### config.mk
export PLATFORM = sky130hd
export DESIGN_NAME = mhs_top
export DESIGN_NICKNAME = d
export VERILOG_FILES = /design/src/logic/mhs_pkg.sv /design/src/logic/mhs_sync.sv /design/src/logic/mhs_uart.sv /design/src/logic/mhs_top.sv
export VERILOG_INCLUDE_DIRS = /design/src /design/src/logic
export SDC_FILE = /design/constraint.sdc
export NUM_CORES = 1
export LEC_CHECK = 0
export BUFFER_PORTS_ARGS = -buffer_cell sky130_fd_sc_hd__buf_2
export CAP_MARGIN = 20
export CORE_MARGIN = 4
export CORE_UTILIZATION = 50
export CTS_CLUSTER_SIZE = 10
export DETAILED_ROUTE_END_ITERATION = 6
export PLACE_DENSITY = 0.76
export SYNTH_ARGS = -nofsm -noshare
export SYNTH_HDL_FRONTEND = slang
export SYNTH_SLANG_ARGS = --single-unit
### constraint.sdc
create_clock -name ref_clk -period 3.5 [get_ports ref_clk]
set_input_delay 0.35 -clock ref_clk [delete_from_list [all_inputs] [get_ports ref_clk]]
set_output_delay 0.35 -clock ref_clk [all_outputs]
set_load 0.02 [all_outputs]
### src/logic/mhs_defines.svh
// Constants for the modem handshake and status line block
`ifndef MHS_DEFINES_SVH
`define MHS_DEFINES_SVH

// ****************************************
// Clock and timing
// ****************************************
`define MHS_CLK_HZ 40000000
`define MHS_CLK_KHZ 40000
`define MHS_BAUD 9600
`define MHS_CONFIRM_S 20
`define MHS_FLASH_MS 125
`define MHS_ACT_MS 250
`define MHS_RI_LOW_MS 250
`define MHS_RI_PERIOD_MS 1000
`define MHS_STARTUP_MS 1000

// ****************************************
// Register byte offsets
// ****************************************
`define MHS_A_CTRL 8'h00
`define MHS_A_MSG_COUNT 8'h04
`define MHS_A_VBAT 8'h08
`define MHS_A_STATUS 8'h0c
`define MHS_A_TXDATA 8'h10
`define MHS_A_RXDATA 8'h14
`define MHS_A_INT_STAT 8'h18
`define MHS_A_INT_MASK 8'h1c

// ****************************************
// Control fields and reset value
// ****************************************
`define MHS_C_LED_DIS 0
`define MHS_C_IN_RANGE 1
`define MHS_C_SCANNING 2
`define MHS_C_READY 3
`define MHS_C_THROTTLE 4
`define MHS_C_PWR_DOWN 5
`define MHS_C_POWERED 6
`define MHS_CTRL_W 7
`define MHS_CTRL_RST 7'h40

// ****************************************
// Status and interrupt fields
// ****************************************
`define MHS_S_RTS 0
`define MHS_S_DTR 1
`define MHS_S_LOW_BAT 2
`define MHS_S_STARTUP 3
`define MHS_S_LINES 4
`define MHS_S_RX_VALID 8
`define MHS_S_TX_BUSY 9
`define MHS_I_BATTERY 0
`define MHS_I_RX 1
`define MHS_I_TX 2
`define MHS_I_RANGE 3
`define MHS_INT_W 4

// ****************************************
// Battery thresholds in millivolts
// ****************************************
`define MHS_VBAT_W 12
`define MHS_VBAT_LOW_MV 12'd3500
`define MHS_VBAT_OK_MV 12'd3600
`define MHS_VBAT_RST 12'hfff

`endif

### src/logic/mhs_pkg.sv
// Types shared by the modem handshake and status line block
`default_nettype none
package mhs_pkg;
    typedef logic [31:0] mhs_word_t;
    typedef logic [7:0] mhs_addr_t;
    typedef logic [7:0] mhs_byte_t;
    typedef enum {MHS_IDLE, MHS_START, MHS_DATA, MHS_STOP} mhs_uart_state_e;
endpackage
`default_nettype wire

### src/logic/mhs_sync.sv
// Two flip-flop synchroniser for pin inputs
`default_nettype none
module mhs_sync #(
    parameter int W = 1,
    parameter logic [W-1:0] RST = '1
) (
    // Clock and reset
    input wire logic ref_clk,
    input wire logic resetn,
    // Data
    input wire logic [W-1:0] async_in,
    output logic [W-1:0] sync_out
);
    logic [W-1:0] meta;

    always_ff @(posedge ref_clk or negedge resetn) begin
        if (!resetn) begin
            meta <= RST;
            sync_out <= RST;
        end else begin
            meta <= async_in;
            sync_out <= meta;
        end
    end
endmodule
`default_nettype wire

### src/logic/mhs_uart.sv
// Asynchronous serial character transmitter and receiver
`default_nettype none
module mhs_uart #(
    parameter int BAUD_DIV = 4166
) (
    // Clock and reset
    input wire logic ref_clk,
    input wire logic resetn,
    // Transmit side
    input wire logic tx_start,
    input wire mhs_pkg::mhs_byte_t tx_byte,
    output logic tx_busy,
    output logic tx_done,
    output logic ser_out,
    // Receive side, input already synchronised
    input wire logic ser_in,
    output mhs_pkg::mhs_byte_t rx_byte,
    output logic rx_strobe
);
    import mhs_pkg::*;

    mhs_uart_state_e tx_st, rx_st;
    logic [15:0] tx_cnt, rx_cnt;
    logic [2:0] tx_bit, rx_bit;
    mhs_byte_t tx_sh;

    generate
        if (BAUD_DIV < 4 || BAUD_DIV > 65535) begin : g_chk
            $error("BAUD_DIV out of range");
        end
    endgenerate

    assign tx_busy = (tx_st != MHS_IDLE);

    // ********************
    // Transmitter, 8N1, idle high
    // ********************
    always_ff @(posedge ref_clk or negedge resetn) begin
        if (!resetn) begin
            tx_st <= MHS_IDLE;
            tx_cnt <= 16'h0000;
            tx_bit <= 3'h0;
            tx_sh <= 8'h00;
            ser_out <= 1'b1;
            tx_done <= 1'b0;
        end else begin
            tx_done <= 1'b0;
            if (tx_st == MHS_IDLE) begin
                ser_out <= 1'b1;
                if (tx_start) begin
                    tx_sh <= tx_byte;
                    tx_st <= MHS_START;
                    tx_cnt <= 16'h0000;
                    ser_out <= 1'b0;
                end
            end else if (tx_cnt != 16'(BAUD_DIV - 1)) begin
                tx_cnt <= tx_cnt + 16'h0001;
            end else begin
                tx_cnt <= 16'h0000;
                case (tx_st)
                    MHS_START: begin
                        tx_st <= MHS_DATA;
                        tx_bit <= 3'h0;
                        ser_out <= tx_sh[0];
                    end
                    MHS_DATA: begin
                        if (tx_bit == 3'h7) begin
                            tx_st <= MHS_STOP;
                            ser_out <= 1'b1;
                        end else begin
                            tx_bit <= tx_bit + 3'h1;
                            ser_out <= tx_sh[tx_bit + 3'h1];
                        end
                    end
                    default: begin
                        tx_st <= MHS_IDLE;
                        tx_done <= 1'b1;
                    end
                endcase
            end
        end
    end

    // ********************
    // Receiver, samples mid bit, LSB first
    // ********************
    always_ff @(posedge ref_clk or negedge resetn) begin
        if (!resetn) begin
            rx_st <= MHS_IDLE;
            rx_cnt <= 16'h0000;
            rx_bit <= 3'h0;
            rx_byte <= 8'h00;
            rx_strobe <= 1'b0;
        end else begin
            rx_strobe <= 1'b0;
            if (rx_st == MHS_IDLE) begin
                rx_cnt <= 16'h0000;
                if (!ser_in) begin
                    rx_st <= MHS_START;
                end
            end else if (rx_st == MHS_START && rx_cnt == 16'(BAUD_DIV / 2)) begin
                rx_cnt <= 16'h0000;
                rx_bit <= 3'h0;
                rx_st <= ser_in ? MHS_IDLE : MHS_DATA;
            end else if (rx_st != MHS_START && rx_cnt == 16'(BAUD_DIV - 1)) begin
                rx_cnt <= 16'h0000;
                if (rx_st == MHS_DATA) begin
                    rx_byte <= {ser_in, rx_byte[7:1]};
                    rx_bit <= rx_bit + 3'h1;
                    if (rx_bit == 3'h7) begin
                        rx_st <= MHS_STOP;
                    end
                end else begin
                    rx_st <= MHS_IDLE;
                    rx_strobe <= ser_in;
                end
            end else begin
                rx_cnt <= rx_cnt + 16'h0001;
            end
        end
    end
endmodule
`default_nettype wire

### src/logic/mhs_top.sv
// Modem handshake, indicator and on-board LED logic with APB registers
//
// Summary of operation
// - Carrier detect low in range, else high
// - CTS high asks host to pause
// - Ring indicator pulses low while messages wait
// - Message waiting low while complete messages held
// - In-range indicator follows carrier detect exactly
// - Low battery below 3.5V, clears above 3.6V
// - Indicator changes coincide with battery event
// - Battery change confirmed within 20 seconds
// - Power LED steady locked, flashing scanning
// - Software disable turns on-board LEDs off outside start-up and power-down
// - All LEDs flash at start-up always
// - TX and RX LEDs flash at power-down
// - Status lines stay inactive pulled-up inputs
// - Characters are 8 data, no parity, 1 stop
//
// Our own choices: the address map and the APB interface to the registers.
`include "mhs_defines.svh"
`default_nettype none
module mhs_top #(
    parameter int CONFIRM_CYC = `MHS_CONFIRM_S * `MHS_CLK_HZ,
    parameter int FLASH_CYC = `MHS_FLASH_MS * `MHS_CLK_KHZ,
    parameter int ACT_CYC = `MHS_ACT_MS * `MHS_CLK_KHZ,
    parameter int RI_LOW_CYC = `MHS_RI_LOW_MS * `MHS_CLK_KHZ,
    parameter int RI_PERIOD_CYC = `MHS_RI_PERIOD_MS * `MHS_CLK_KHZ,
    parameter int STARTUP_CYC = `MHS_STARTUP_MS * `MHS_CLK_KHZ,
    parameter int BAUD_DIV = `MHS_CLK_HZ / `MHS_BAUD
) (
    // Clock and reset
    input wire logic ref_clk,
    input wire logic resetn,
    // APB slave
    input wire logic psel,
    input wire logic penable,
    input wire logic pwrite,
    input wire mhs_pkg::mhs_addr_t paddr,
    input wire mhs_pkg::mhs_word_t pwdata,
    output mhs_pkg::mhs_word_t prdata,
    output logic pready,
    output logic pslverr,
    // Interrupt
    output logic irq,
    // Serial port to host
    output logic rxd_out,
    input wire logic txd_in,
    input wire logic dtr_n_in,
    output logic dsr_n_out,
    input wire logic rts_in,
    output logic cts_out,
    output logic carrier_detect_n,
    output logic ring_n,
    // External indicator lines, active low
    output logic msg_waiting_indicator_n,
    output logic in_range_indicator_n,
    output logic low_battery_indicator_n,
    // Status lines, two-way
    input wire logic [3:0] status_line_in,
    output logic [3:0] status_line_out,
    output logic [3:0] status_line_oe,
    // On-board LEDs, high is lit
    output logic led_power,
    output logic led_tx,
    output logic led_rx
);
    import mhs_pkg::*;

    // ****************************************
    // Parameter checks
    // ****************************************
    generate
        if (CONFIRM_CYC < 1 || FLASH_CYC < 1 || ACT_CYC < 1 || STARTUP_CYC < 1)
        begin : g_chk_time
            $error("Timing counts must be at least one cycle");
        end
        if (RI_PERIOD_CYC <= RI_LOW_CYC || RI_LOW_CYC < 1) begin : g_chk_ri
            $error("Ring low time must be shorter than its period");
        end
    endgenerate

    // ****************************************
    // Declarations
    // ****************************************
    logic [`MHS_CTRL_W-1:0] ctrl;
    logic [7:0] msg_count;
    logic [`MHS_VBAT_W-1:0] vbat;
    logic [`MHS_INT_W-1:0] int_stat;
    logic [`MHS_INT_W-1:0] int_mask;
    logic [`MHS_INT_W-1:0] int_ev;
    mhs_byte_t rx_data;
    logic rx_valid;
    logic rts_s, dtr_n_s, txd_s;
    logic [3:0] lines_s;
    logic acc, wr, rd;
    logic low_bat;
    logic next_low_bat;
    logic [31:0] confirm_cnt;
    logic [31:0] flash_cnt;
    logic flash_on;
    logic [31:0] ri_cnt;
    logic [31:0] startup_cnt;
    logic [31:0] tx_act, rx_act;
    logic tx_start, tx_busy, tx_done;
    mhs_byte_t rx_byte;
    logic rx_strobe;
    logic range_q;
    mhs_word_t next_rdata;
    logic next_err;

    function automatic logic is_hit(input mhs_addr_t a, input mhs_addr_t r);
        return a == r;
    endfunction

    function automatic logic [31:0] dec_cnt(input logic [31:0] c);
        return (c == 32'h00000000) ? c : c - 32'h00000001;
    endfunction

    // ****************************************
    // Pin synchronisers
    // ****************************************
    mhs_sync #(.W(7), .RST(7'h7f)) u_sync (
        .ref_clk(ref_clk),
        .resetn(resetn),
        .async_in({status_line_in, txd_in, dtr_n_in, rts_in}),
        .sync_out({lines_s, txd_s, dtr_n_s, rts_s})
    );

    // ****************************************
    // APB decode
    // ****************************************
    assign pready = 1'b1;
    assign acc = psel && penable;
    assign wr = acc && pwrite;
    assign rd = acc && !pwrite;

    always_comb begin
        next_rdata = 32'h00000000;
        next_err = 1'b0;
        if (is_hit(paddr, `MHS_A_CTRL)) begin
            next_rdata[`MHS_CTRL_W-1:0] = ctrl;
        end else if (is_hit(paddr, `MHS_A_MSG_COUNT)) begin
            next_rdata[7:0] = msg_count;
        end else if (is_hit(paddr, `MHS_A_VBAT)) begin
            next_rdata[`MHS_VBAT_W-1:0] = vbat;
        end else if (is_hit(paddr, `MHS_A_STATUS)) begin
            next_rdata[`MHS_S_RTS] = rts_s;
            next_rdata[`MHS_S_DTR] = dtr_n_s;
            next_rdata[`MHS_S_LOW_BAT] = low_bat;
            next_rdata[`MHS_S_STARTUP] = (startup_cnt != 32'h00000000);
            next_rdata[`MHS_S_LINES+3:`MHS_S_LINES] = lines_s;
            next_rdata[`MHS_S_RX_VALID] = rx_valid;
            next_rdata[`MHS_S_TX_BUSY] = tx_busy;
        end else if (is_hit(paddr, `MHS_A_TXDATA)) begin
            next_rdata = 32'h00000000;
        end else if (is_hit(paddr, `MHS_A_RXDATA)) begin
            next_rdata[7:0] = rx_data;
        end else if (is_hit(paddr, `MHS_A_INT_STAT)) begin
            next_rdata[`MHS_INT_W-1:0] = int_stat;
        end else if (is_hit(paddr, `MHS_A_INT_MASK)) begin
            next_rdata[`MHS_INT_W-1:0] = int_mask;
        end else begin
            next_err = 1'b1;
        end
    end

    // Read data is captured in the setup cycle
    always_ff @(posedge ref_clk or negedge resetn) begin
        if (!resetn) begin
            prdata <= 32'h00000000;
            pslverr <= 1'b0;
        end else if (psel && !penable) begin
            prdata <= pwrite ? 32'h00000000 : next_rdata;
            pslverr <= next_err;
        end
    end

    // ****************************************
    // Software registers
    // ****************************************
    always_ff @(posedge ref_clk or negedge resetn) begin
        if (!resetn) begin
            ctrl <= `MHS_CTRL_RST;
            msg_count <= 8'h00;
            vbat <= `MHS_VBAT_RST;
            int_mask <= 4'h0;
        end else if (wr) begin
            if (is_hit(paddr, `MHS_A_CTRL)) begin
                ctrl <= pwdata[`MHS_CTRL_W-1:0];
            end else if (is_hit(paddr, `MHS_A_MSG_COUNT)) begin
                msg_count <= pwdata[7:0];
            end else if (is_hit(paddr, `MHS_A_VBAT)) begin
                vbat <= pwdata[`MHS_VBAT_W-1:0];
            end else if (is_hit(paddr, `MHS_A_INT_MASK)) begin
                int_mask <= pwdata[`MHS_INT_W-1:0];
            end
        end
    end

    // ****************************************
    // Serial data path
    // ****************************************
    // host throttle
    // Writes while busy or throttled are dropped
    assign tx_start = wr && is_hit(paddr, `MHS_A_TXDATA) && !tx_busy && !rts_s;

    mhs_uart #(.BAUD_DIV(BAUD_DIV)) u_uart (
        .ref_clk(ref_clk),
        .resetn(resetn),
        .tx_start(tx_start),
        .tx_byte(pwdata[7:0]),
        .tx_busy(tx_busy),
        .tx_done(tx_done),
        .ser_out(rxd_out),
        .ser_in(txd_s),
        .rx_byte(rx_byte),
        .rx_strobe(rx_strobe)
    );

    // Received byte holding; a new byte overwrites an unread one
    always_ff @(posedge ref_clk or negedge resetn) begin
        if (!resetn) begin
            rx_data <= 8'h00;
            rx_valid <= 1'b0;
        end else if (rx_strobe) begin
            rx_data <= rx_byte;
            rx_valid <= 1'b1;
        end else if (rd && is_hit(paddr, `MHS_A_RXDATA)) begin
            rx_valid <= 1'b0;
        end
    end

    // ****************************************
    // Handshake and indicator lines
    // ****************************************
    always_ff @(posedge ref_clk or negedge resetn) begin
        if (!resetn) begin
            carrier_detect_n <= 1'b1;
            in_range_indicator_n <= 1'b1;
            dsr_n_out <= 1'b1;
            cts_out <= 1'b1;
            msg_waiting_indicator_n <= 1'b1;
            low_battery_indicator_n <= 1'b1;
        end else begin
            carrier_detect_n <= !ctrl[`MHS_C_IN_RANGE];
            in_range_indicator_n <= !ctrl[`MHS_C_IN_RANGE];
            dsr_n_out <= !ctrl[`MHS_C_READY];
            cts_out <= ctrl[`MHS_C_THROTTLE];
            msg_waiting_indicator_n <= (msg_count == 8'h00);
            low_battery_indicator_n <= !next_low_bat;
        end
    end

    always_ff @(posedge ref_clk or negedge resetn) begin
        if (!resetn) begin
            ri_cnt <= 32'h00000000;
            ring_n <= 1'b1;
        end else if (msg_count == 8'h00) begin
            ri_cnt <= 32'h00000000;
            ring_n <= 1'b1;
        end else begin
            ri_cnt <= (ri_cnt == 32'(RI_PERIOD_CYC - 1)) ? 32'h00000000
                                                        : ri_cnt + 32'h00000001;
            ring_n <= (ri_cnt >= 32'(RI_LOW_CYC));
        end
    end

    assign status_line_out = 4'h0;
    assign status_line_oe = 4'h0;

    // ****************************************
    // Battery monitor
    // ****************************************
    // hysteresis band
    always_comb begin
        next_low_bat = low_bat;
        if (confirm_cnt == 32'(CONFIRM_CYC - 1)) begin
            next_low_bat = !low_bat;
        end
    end

    always_ff @(posedge ref_clk or negedge resetn) begin
        if (!resetn) begin
            low_bat <= 1'b0;
            confirm_cnt <= 32'h00000000;
        end else begin
            low_bat <= next_low_bat;
            if (next_low_bat != low_bat) begin
                confirm_cnt <= 32'h00000000;
            end else if ((!low_bat && vbat < `MHS_VBAT_LOW_MV) ||
                         (low_bat && vbat > `MHS_VBAT_OK_MV)) begin
                confirm_cnt <= confirm_cnt + 32'h00000001;
            end else begin
                confirm_cnt <= 32'h00000000;
            end
        end
    end

    // ****************************************
    // Interrupt status
    // ****************************************
    always_ff @(posedge ref_clk or negedge resetn) begin
        if (!resetn) begin
            range_q <= 1'b0;
        end else begin
            range_q <= ctrl[`MHS_C_IN_RANGE];
        end
    end

    always_comb begin
        int_ev = 4'h0;
        int_ev[`MHS_I_BATTERY] = (next_low_bat != low_bat);
        int_ev[`MHS_I_RX] = rx_strobe;
        int_ev[`MHS_I_TX] = tx_done;
        int_ev[`MHS_I_RANGE] = (range_q != ctrl[`MHS_C_IN_RANGE]);
    end

    // Write one to clear; a new event in the same cycle wins
    always_ff @(posedge ref_clk or negedge resetn) begin
        if (!resetn) begin
            int_stat <= 4'h0;
        end else if (wr && is_hit(paddr, `MHS_A_INT_STAT)) begin
            int_stat <= (int_stat & ~pwdata[`MHS_INT_W-1:0]) | int_ev;
        end else begin
            int_stat <= int_stat | int_ev;
        end
    end

    always_ff @(posedge ref_clk or negedge resetn) begin
        if (!resetn) begin
            irq <= 1'b0;
        end else begin
            irq <= |(int_stat & int_mask);
        end
    end

    // ****************************************
    // On-board LED timing
    // ****************************************
    always_ff @(posedge ref_clk or negedge resetn) begin
        if (!resetn) begin
            flash_cnt <= 32'h00000000;
            flash_on <= 1'b0;
            startup_cnt <= 32'(STARTUP_CYC);
            tx_act <= 32'h00000000;
            rx_act <= 32'h00000000;
        end else begin
            if (flash_cnt == 32'(FLASH_CYC - 1)) begin
                flash_cnt <= 32'h00000000;
                flash_on <= !flash_on;
            end else begin
                flash_cnt <= flash_cnt + 32'h00000001;
            end
            startup_cnt <= dec_cnt(startup_cnt);
            tx_act <= tx_done ? 32'(ACT_CYC) : dec_cnt(tx_act);
            rx_act <= rx_strobe ? 32'(ACT_CYC) : dec_cnt(rx_act);
        end
    end

    // ****************************************
    // On-board LED drive
    // ****************************************
    always_ff @(posedge ref_clk or negedge resetn) begin
        if (!resetn) begin
            led_power <= 1'b0;
            led_tx <= 1'b0;
            led_rx <= 1'b0;
        end else if (startup_cnt != 32'h00000000) begin
            led_power <= flash_on;
            led_tx <= flash_on;
            led_rx <= flash_on;
        end else if (ctrl[`MHS_C_PWR_DOWN]) begin
            led_power <= 1'b0;
            led_tx <= flash_on;
            led_rx <= flash_on;
        end else if (ctrl[`MHS_C_LED_DIS] || !ctrl[`MHS_C_POWERED]) begin
            led_power <= 1'b0;
            led_tx <= 1'b0;
            led_rx <= 1'b0;
        end else begin
            led_power <= ctrl[`MHS_C_SCANNING] ? flash_on : 1'b1;
            led_tx <= (tx_act != 32'h00000000) && flash_on;
            led_rx <= (rx_act != 32'h00000000) && flash_on;
        end
    end
endmodule
`default_nettype wire

# Word level (Yosys, flattened, before mapping)
# Cells that the tools add are included.
word_totals:
  out_inout_bits: 54
  reg_bits: 417
op_classes:
  n_eq_ne: 30
  reduce_logical: 57
  muxes: 87
  add_sub_neg: 10
  order_cmp: 4
  n_bitwise: 12
ops:
  columns: ["op", "count"]
  rows:
  - ["2-to-1 mux 32 bit", 20]
  - ["logical NOT 32 bit", 5]
  - ["nonzero test 32 bit", 4]
  - ["2-to-1 mux 24 bit", 5]
  - ["adder 32 x 1 -> 32 bit (second input constant)", 3]
  - ["2-to-1 mux 16 bit", 6]
  - ["subtractor 32 x 1 -> 32 bit (second input constant)", 3]
  - ["equality test 32 x 2 -> 1 bit (second input constant)", 2]
  - ["case mux 32 bit (2 select lines)", 1]
  - ["2-to-1 mux 1 bit", 34]
  - ["adder 16 x 1 -> 16 bit (second input constant)", 2]
  - ["equality test 32 x 1 -> 1 bit (second input constant)", 1]
  - ["equality test 32 x 23 -> 1 bit (second input constant)", 1]
  - ["equality test 32 x 26 -> 1 bit (second input constant)", 1]
  - ["equality test 32 x 3 -> 1 bit (second input constant)", 1]
  - ["equality test 32 x 30 -> 1 bit (second input constant)", 1]
  - ["equality test 8 x 5 -> 1 bit (second input constant)", 4]
  - ["greater-or-equal comparator 32 x 24 -> 1 bit (second input constant)", 1]
  - ["!= test 32 x 2 -> 1 bit (second input constant)", 1]
  - ["2-to-1 mux 25 bit", 1]
  - ["2-to-1 mux 22 bit", 1]
  - ["2-to-1 mux 20 bit", 1]
  - ["2-to-1 mux 4 bit", 5]
  - ["equality test 16 x 12 -> 1 bit (second input constant)", 1]
  - ["39 further kinds", 95]

# Depth between registers and ports, before layout
logic_depth:
  word_depth: 10
  mapped_depth: 9
  depth_no_buf: 7

# Modules after synthesis
# Synthesis repeated with hierarchy kept, for this count alone.
hier_totals:
  cells_unflattened: 1614
  hier_area_um2: 16668.5
modules_own_cells:
  columns: ["mod", "instances", "seq_area_each_um2", "cells_per_inst", "area_per_inst_um2"]
  rows:
  - ["mhs_top", 1, 6590.1, 1308, 13259.0]
  - ["mhs_uart", 1, 1527.7, 292, 3041.7]
  - ["mhs_sync", 1, 367.9, 14, 367.9]

# Least setup slack after synthesis
# OpenSTA, ideal clock, no wires.
synth_path:
  path_kind: "input-to-reg"
  from: "in paddr[0]"
  to: "reg msg_count[0]"
  required_ps: 3375
  path_stages: 7
  path_slack_ps: 1012
  t_arrival_ps: 2364
  setup_time_ps: 125
  cell_sequence: "or4_1 -> or2_2 -> clkbuf_1 -> or3_1 -> buf_2 -> nor2_4 -> mux2_2"
synth_between:
  elab_chain_len: 3
  elab_cells_between_ends: 4
  cone_classes: "eq/ne (1); bitwise (1); reduce/logical (2)"
synth_lines:
  columns: ["item", "line", "rtl"]
  rows:
  - ["start: declaration", "mhs_top.sv:38", "input wire mhs_pkg::mhs_addr_t paddr,"]
  - ["logical NOT 8 bit", "mhs_top.sv:112", "return a == r;"]
  - ["inverter 1 bit (no source line)", null, null]
  - ["AND reduction 3 bit (no source line) (*)", null, null]
  - ["end signal: assignment", "mhs_top.sv:191", "msg_count <= pwdata[7:0];"]
  - ["end: declaration", "mhs_top.sv:86", "logic [7:0] msg_count;"]
# Mark *: on every way between the ends. The rest lies on a longest branch, timed or not.
# A chain may end at the register's enable or synchronous reset.

# Final worst setup path
layout_path:
  from: "reg rx_act[0]"
  to: "reg rx_act[10]"
layout_between:
  elab_chain_len: 3
  elab_cells_between_ends: 5
  cone_classes: "add/sub (1); eq/ne (1); mux (2); reduce/logical (1)"
layout_lines:
  columns: ["item", "line", "rtl"]
  rows:
  - ["start: declaration", "mhs_top.sv:103", "logic [31:0] tx_act, rx_act;"]
  - ["start signal: assignment", "mhs_top.sv:356", "rx_act <= rx_strobe ? 32'(ACT_CYC) : dec_cnt(rx_act);"]
  - ["subtractor 32 x 1 -> 32 bit", "mhs_top.sv:116", "return (c == 32'h00000000) ? c : c - 32'h00000001;"]
  - ["2-to-1 mux 32 bit", "mhs_top.sv:116", null]
  - ["2-to-1 mux 32 bit", "mhs_top.sv:356", null]
# Several ways; a longest one is shown, not always the timed one. The select of a mux whose other input is x is not followed.

==> results_tabular.tex <==
\begin{tabular}{lr}
\hline
Metric & Value \\
\hline
\multicolumn{2}{l}{\textbf{Yosys}} \\
\quad Cell area after technology mapping & around 17000 µm² \\
\quad Unique cell type count in the Yosys netlist & 76 \\
\quad Post-synthesis cell type with the largest combined area & dfrtp\_1 \\
\quad Post-Syn Area per Cell & 10.4 µm² \\
\quad Cell types with the largest area share after synthesis & dfrtp\_1 (44\%), dfstp\_2 (6.6\%), mux2\_2 (4.3\%) \\
\quad Syn. warnings & 0 \\
\quad Number of flip-flops and latches in the synthesized netlist & 337 \\
\quad Sequential share of the synthesized area & 0.510 \\
\quad Most frequent cell after synthesis & dfrtp\_1 \\
\quad Ys async rst share & 1.00 \\
\quad Synth top cells by count & dfrtp\_1 (295), nor2\_1 (180), nand2\_1 (98) \\
\quad Most instantiated flip-flop cell in the synthesis netlist & dfrtp\_1 \\
\quad Cell count after synthesis & roughly 1.6k \\
\quad Count of flip-flops with a built-in enable after synthesis & 0 \\
\quad Area share of the leading cell type in the synthesized netlist & 0.444 \\
\multicolumn{2}{l}{\textbf{Power and ir drop}} \\
\quad Pwr Total & 9.29 mW \\
\quad Largest vdd supply drop & 340 µV \\
\quad Leak pwr & 8.38 nW \\
\quad Power per unit of standard cell area & 497 nW/µm² \\
\multicolumn{2}{l}{\textbf{Placement}} \\
\quad Weighted congestion at the end of routability-driven global placement & 0.837 \\
\quad Half-perimeter wire length after detailed placement & 23800 µm \\
\quad Buffers on Ports & between 50 and 60 \\
\multicolumn{2}{l}{\textbf{Worst setup path}} \\
\quad Crit. Startpoint & rx\_act[0] \\
\quad R2R Setup Slk & $\sim$0.71 ns \\
\quad Data arrival time of the worst path & 3.19 ns \\
\quad Critical path data required time & 3.90 ns \\
\quad Maximum net fanout on the critical path & 11 \\
\quad Worst flop-to-flop path startpoint & rx\_act[0] \\
\quad Kind of critical path & flip-flop to flip-flop \\
\quad Worst reg2reg path depth & 7 \\
\quad Kind of end point of the critical path & flip-flop \\
\quad Critical Path Start Type & flip-flop \\
\multicolumn{2}{l}{\textbf{Die}} \\
\quad Count of pins on the block boundary & about 110 \\
\quad Die height & $\sim$190 µm \\
\quad Overall die width & 190 µm \\
\quad Site Rows & 66 \\
\quad Effective utilization at floorplan & 0.509 \\
\quad Total die area & 36200 µm² \\
\quad Core box area & 32700 µm² \\
\multicolumn{2}{l}{\textbf{Drt}} \\
\quad DR iter-0 viols & $\sim$930 \\
\quad Routed vias & between 10k and 15k \\
\quad Count of nets left with antenna violations after detail routing & 0 \\
\quad Count of unresolved DRC violations after routing & 0 \\
\quad DRT Wirelength & 35200 µm \\
\quad Iteration count of the initial detailed-routing pass & 5 \\
\quad Drt wl/cell & 16.3 µm \\
\quad Number of vias per cell & about 5.7 \\
\multicolumn{2}{l}{\textbf{Min path}} \\
\quad Type of the worst min-delay path & primary input to async pin \\
\multicolumn{2}{l}{\textbf{Layout}} \\
\quad Area delta synth->final & 12.3\% \\
\quad Final Util & 0.571 \\
\quad Share of layout cells above drive strength 1 & 0.160 \\
\quad Number of fill cells & 2762 \\
\quad Final net count & 1749 \\
\multicolumn{2}{l}{\textbf{STA}} \\
\quad Count of endpoints failing setup in the final report & 0 \\
\quad Setup repair after global routing missed its margin & no \\
\quad Relative max-transition margin & 0.316 \\
\quad Part of the cycle the worst path needs & 0.797 \\
\quad Layout Skew & about 0.017 ns \\
\quad Number of pins exceeding their max-slew limit in the final report & 0 \\
\quad Shortest period the worst path allows & 2.79 ns \\
\quad Maximum achievable frequency & approximately 360 MHz \\
\quad Worst Hold Slack & -0.0673 ns \\
\quad Number of hold-slack violations in the final timing report & 35 \\
\quad Final setup TNS & 0 ns \\
\quad Slew @ Worst Pin & between 1 and 1.5 ns \\
\multicolumn{2}{l}{\textbf{Clock network}} \\
\quad Post-cts sizing count & 0 \\
\quad Clock buffers created by TritonCTS & $\sim$40 \\
\quad H-Tree Level Count & 2 \\
\quad Clock tree buffer depth & 3 \\
\quad TritonCTS clock tree & yes \\
\quad Number of sinks driven by the clock tree & 337 \\
\quad Clock Root Buffer & clkbuf\_16 \\
\quad Clock Pin Slew Worst Setup and Hold Paths & 0.06 ns \\
\quad Insertion delay to the later sink of the worst-skew pair & about 0.53 ns \\
\multicolumn{2}{l}{\textbf{Status}} \\
\quad Violations in the final reports & hold timing \\
\quad Result of the run & finished with violations \\
\multicolumn{2}{l}{\textbf{Global route}} \\
\quad Global-route total usage across every layer & 0.197 \\
\quad Global-route wire length before repair & around 60000 µm \\
\quad Largest net degree at the start of global routing & approximately 130 \\
\quad Remaining global-route overflow & 0 \\
\quad Initial antenna violation count & 3 \\
\quad Via count of the first global-routing pass & 12.2k \\
\multicolumn{2}{l}{\textbf{Flow run}} \\
\quad Number of maximum-capacitance violations & 0 \\
\hline
\end{tabular}
[critical path, cell delays in order (launching register included)]
cell and delay [ns]:
dfrtp_1 0.39, inv_1 0.14, ha_1 0.15, or3b_2 0.45, or4_4 0.55, o311ai_4 0.46, nor3_1 0.08, or3b_2 0.44
[flip-flops by register name, summed over array words and instances (netlist names), 4 cells and up]
name and flops:
confirm_cnt 32, startup_cnt 32, flash_cnt 32, u_uart.rx_byte 8, u_uart.tx_cnt 16, rx_act 32, int_mask 4, u_sync.sync_out 7
prdata 12, tx_act 32, msg_count 8, u_uart.rx_cnt 16, u_sync.meta 7, ctrl 7, int_stat 4, vbat 12
u_uart.tx_sh 8, ri_cnt 32, rx_data 8
[placed cells by master (no fill, tap or decap), drive strengths merged, types with 42 or more instances in the layout]
cell    count
o21ai      54
nor3       52
nand2      98
nand4      42
clkbuf     72
mux2       63
buf        82
nor2      182
dfstp      42
a21oi      60
xor2       74
dfrtp     295
xnor2      77
nor4       54
nand3      54
[power breakdown]
group	switching, mW	internal [mW]
logic	0.618	0.368
registers	0.217	4.12
clock network	1.57	2.40
[through the flow]
stage | hold WS, ns | setup slack, ns | instances | cell area, µm²
4_1_cts | 0.00102 | 0.717 | 2150 | 18700
6_report | -0.0673 | 0.709 | 2156 | 18700
2_1_floorplan | 0.0544 | 1.01 | 1634 | 16700
5_1_grt | 0.0356 | 0.601 | 2153 | 18700
3_5_place_dp | 0.347 | 0.704 | 2068 | 17300
3_3_place_gp | 0.347 | 0.721 | 2068 | 17300
[routing by layer]
metal | GRT usage | vias up | routed length (µm)
li1 | - | 5834 | -
met2 | 0.315 | 245 | 16500
met3 | 0.0295 | 57 | 1580
met5 | 0 | - | 0
met1 | 0.278 | 6079 | 16200
met4 | 0.0663 | 0 | 982
[cell type report]
class,count,area [µm²],share of cell area
clock inverters,3,47.5,0.00255
inverters,37,139,0.00744
diodes,6,15.0,0.000804
flip-flops and latches,337,8490,0.454
multi-input cells,1170,7650,0.410
well taps,442,553,0.0296
repair buffers,89,581,0.0311
clock buffers,72,1200,0.0645
[repair_timing]
item	4_1_cts	5_1_grt
buffers inserted	0	0
hold buffers	7	0
hold endpoints to repair	7	0
[kinds of logic after synthesis]
group,share of synthesized area
buf+inv,0.0372
mux,0.0514
other cells,0.000451
xor+xnor,0.0795
flops,0.510
fa+ha+maj,0.0158
simple gates,0.218
compound gates,0.0879
[path summary, 6_finish.rpt]
kind	end
max	rx_act[10]
min	rx_act[20]
max reg2reg	rx_act[10]
min reg2reg	u_sync.sync_out[6]
max in group asynchronous	u_sync.sync_out[5]
min in group ref_clk	vbat[11]
(Power assumes the default switching activity.)
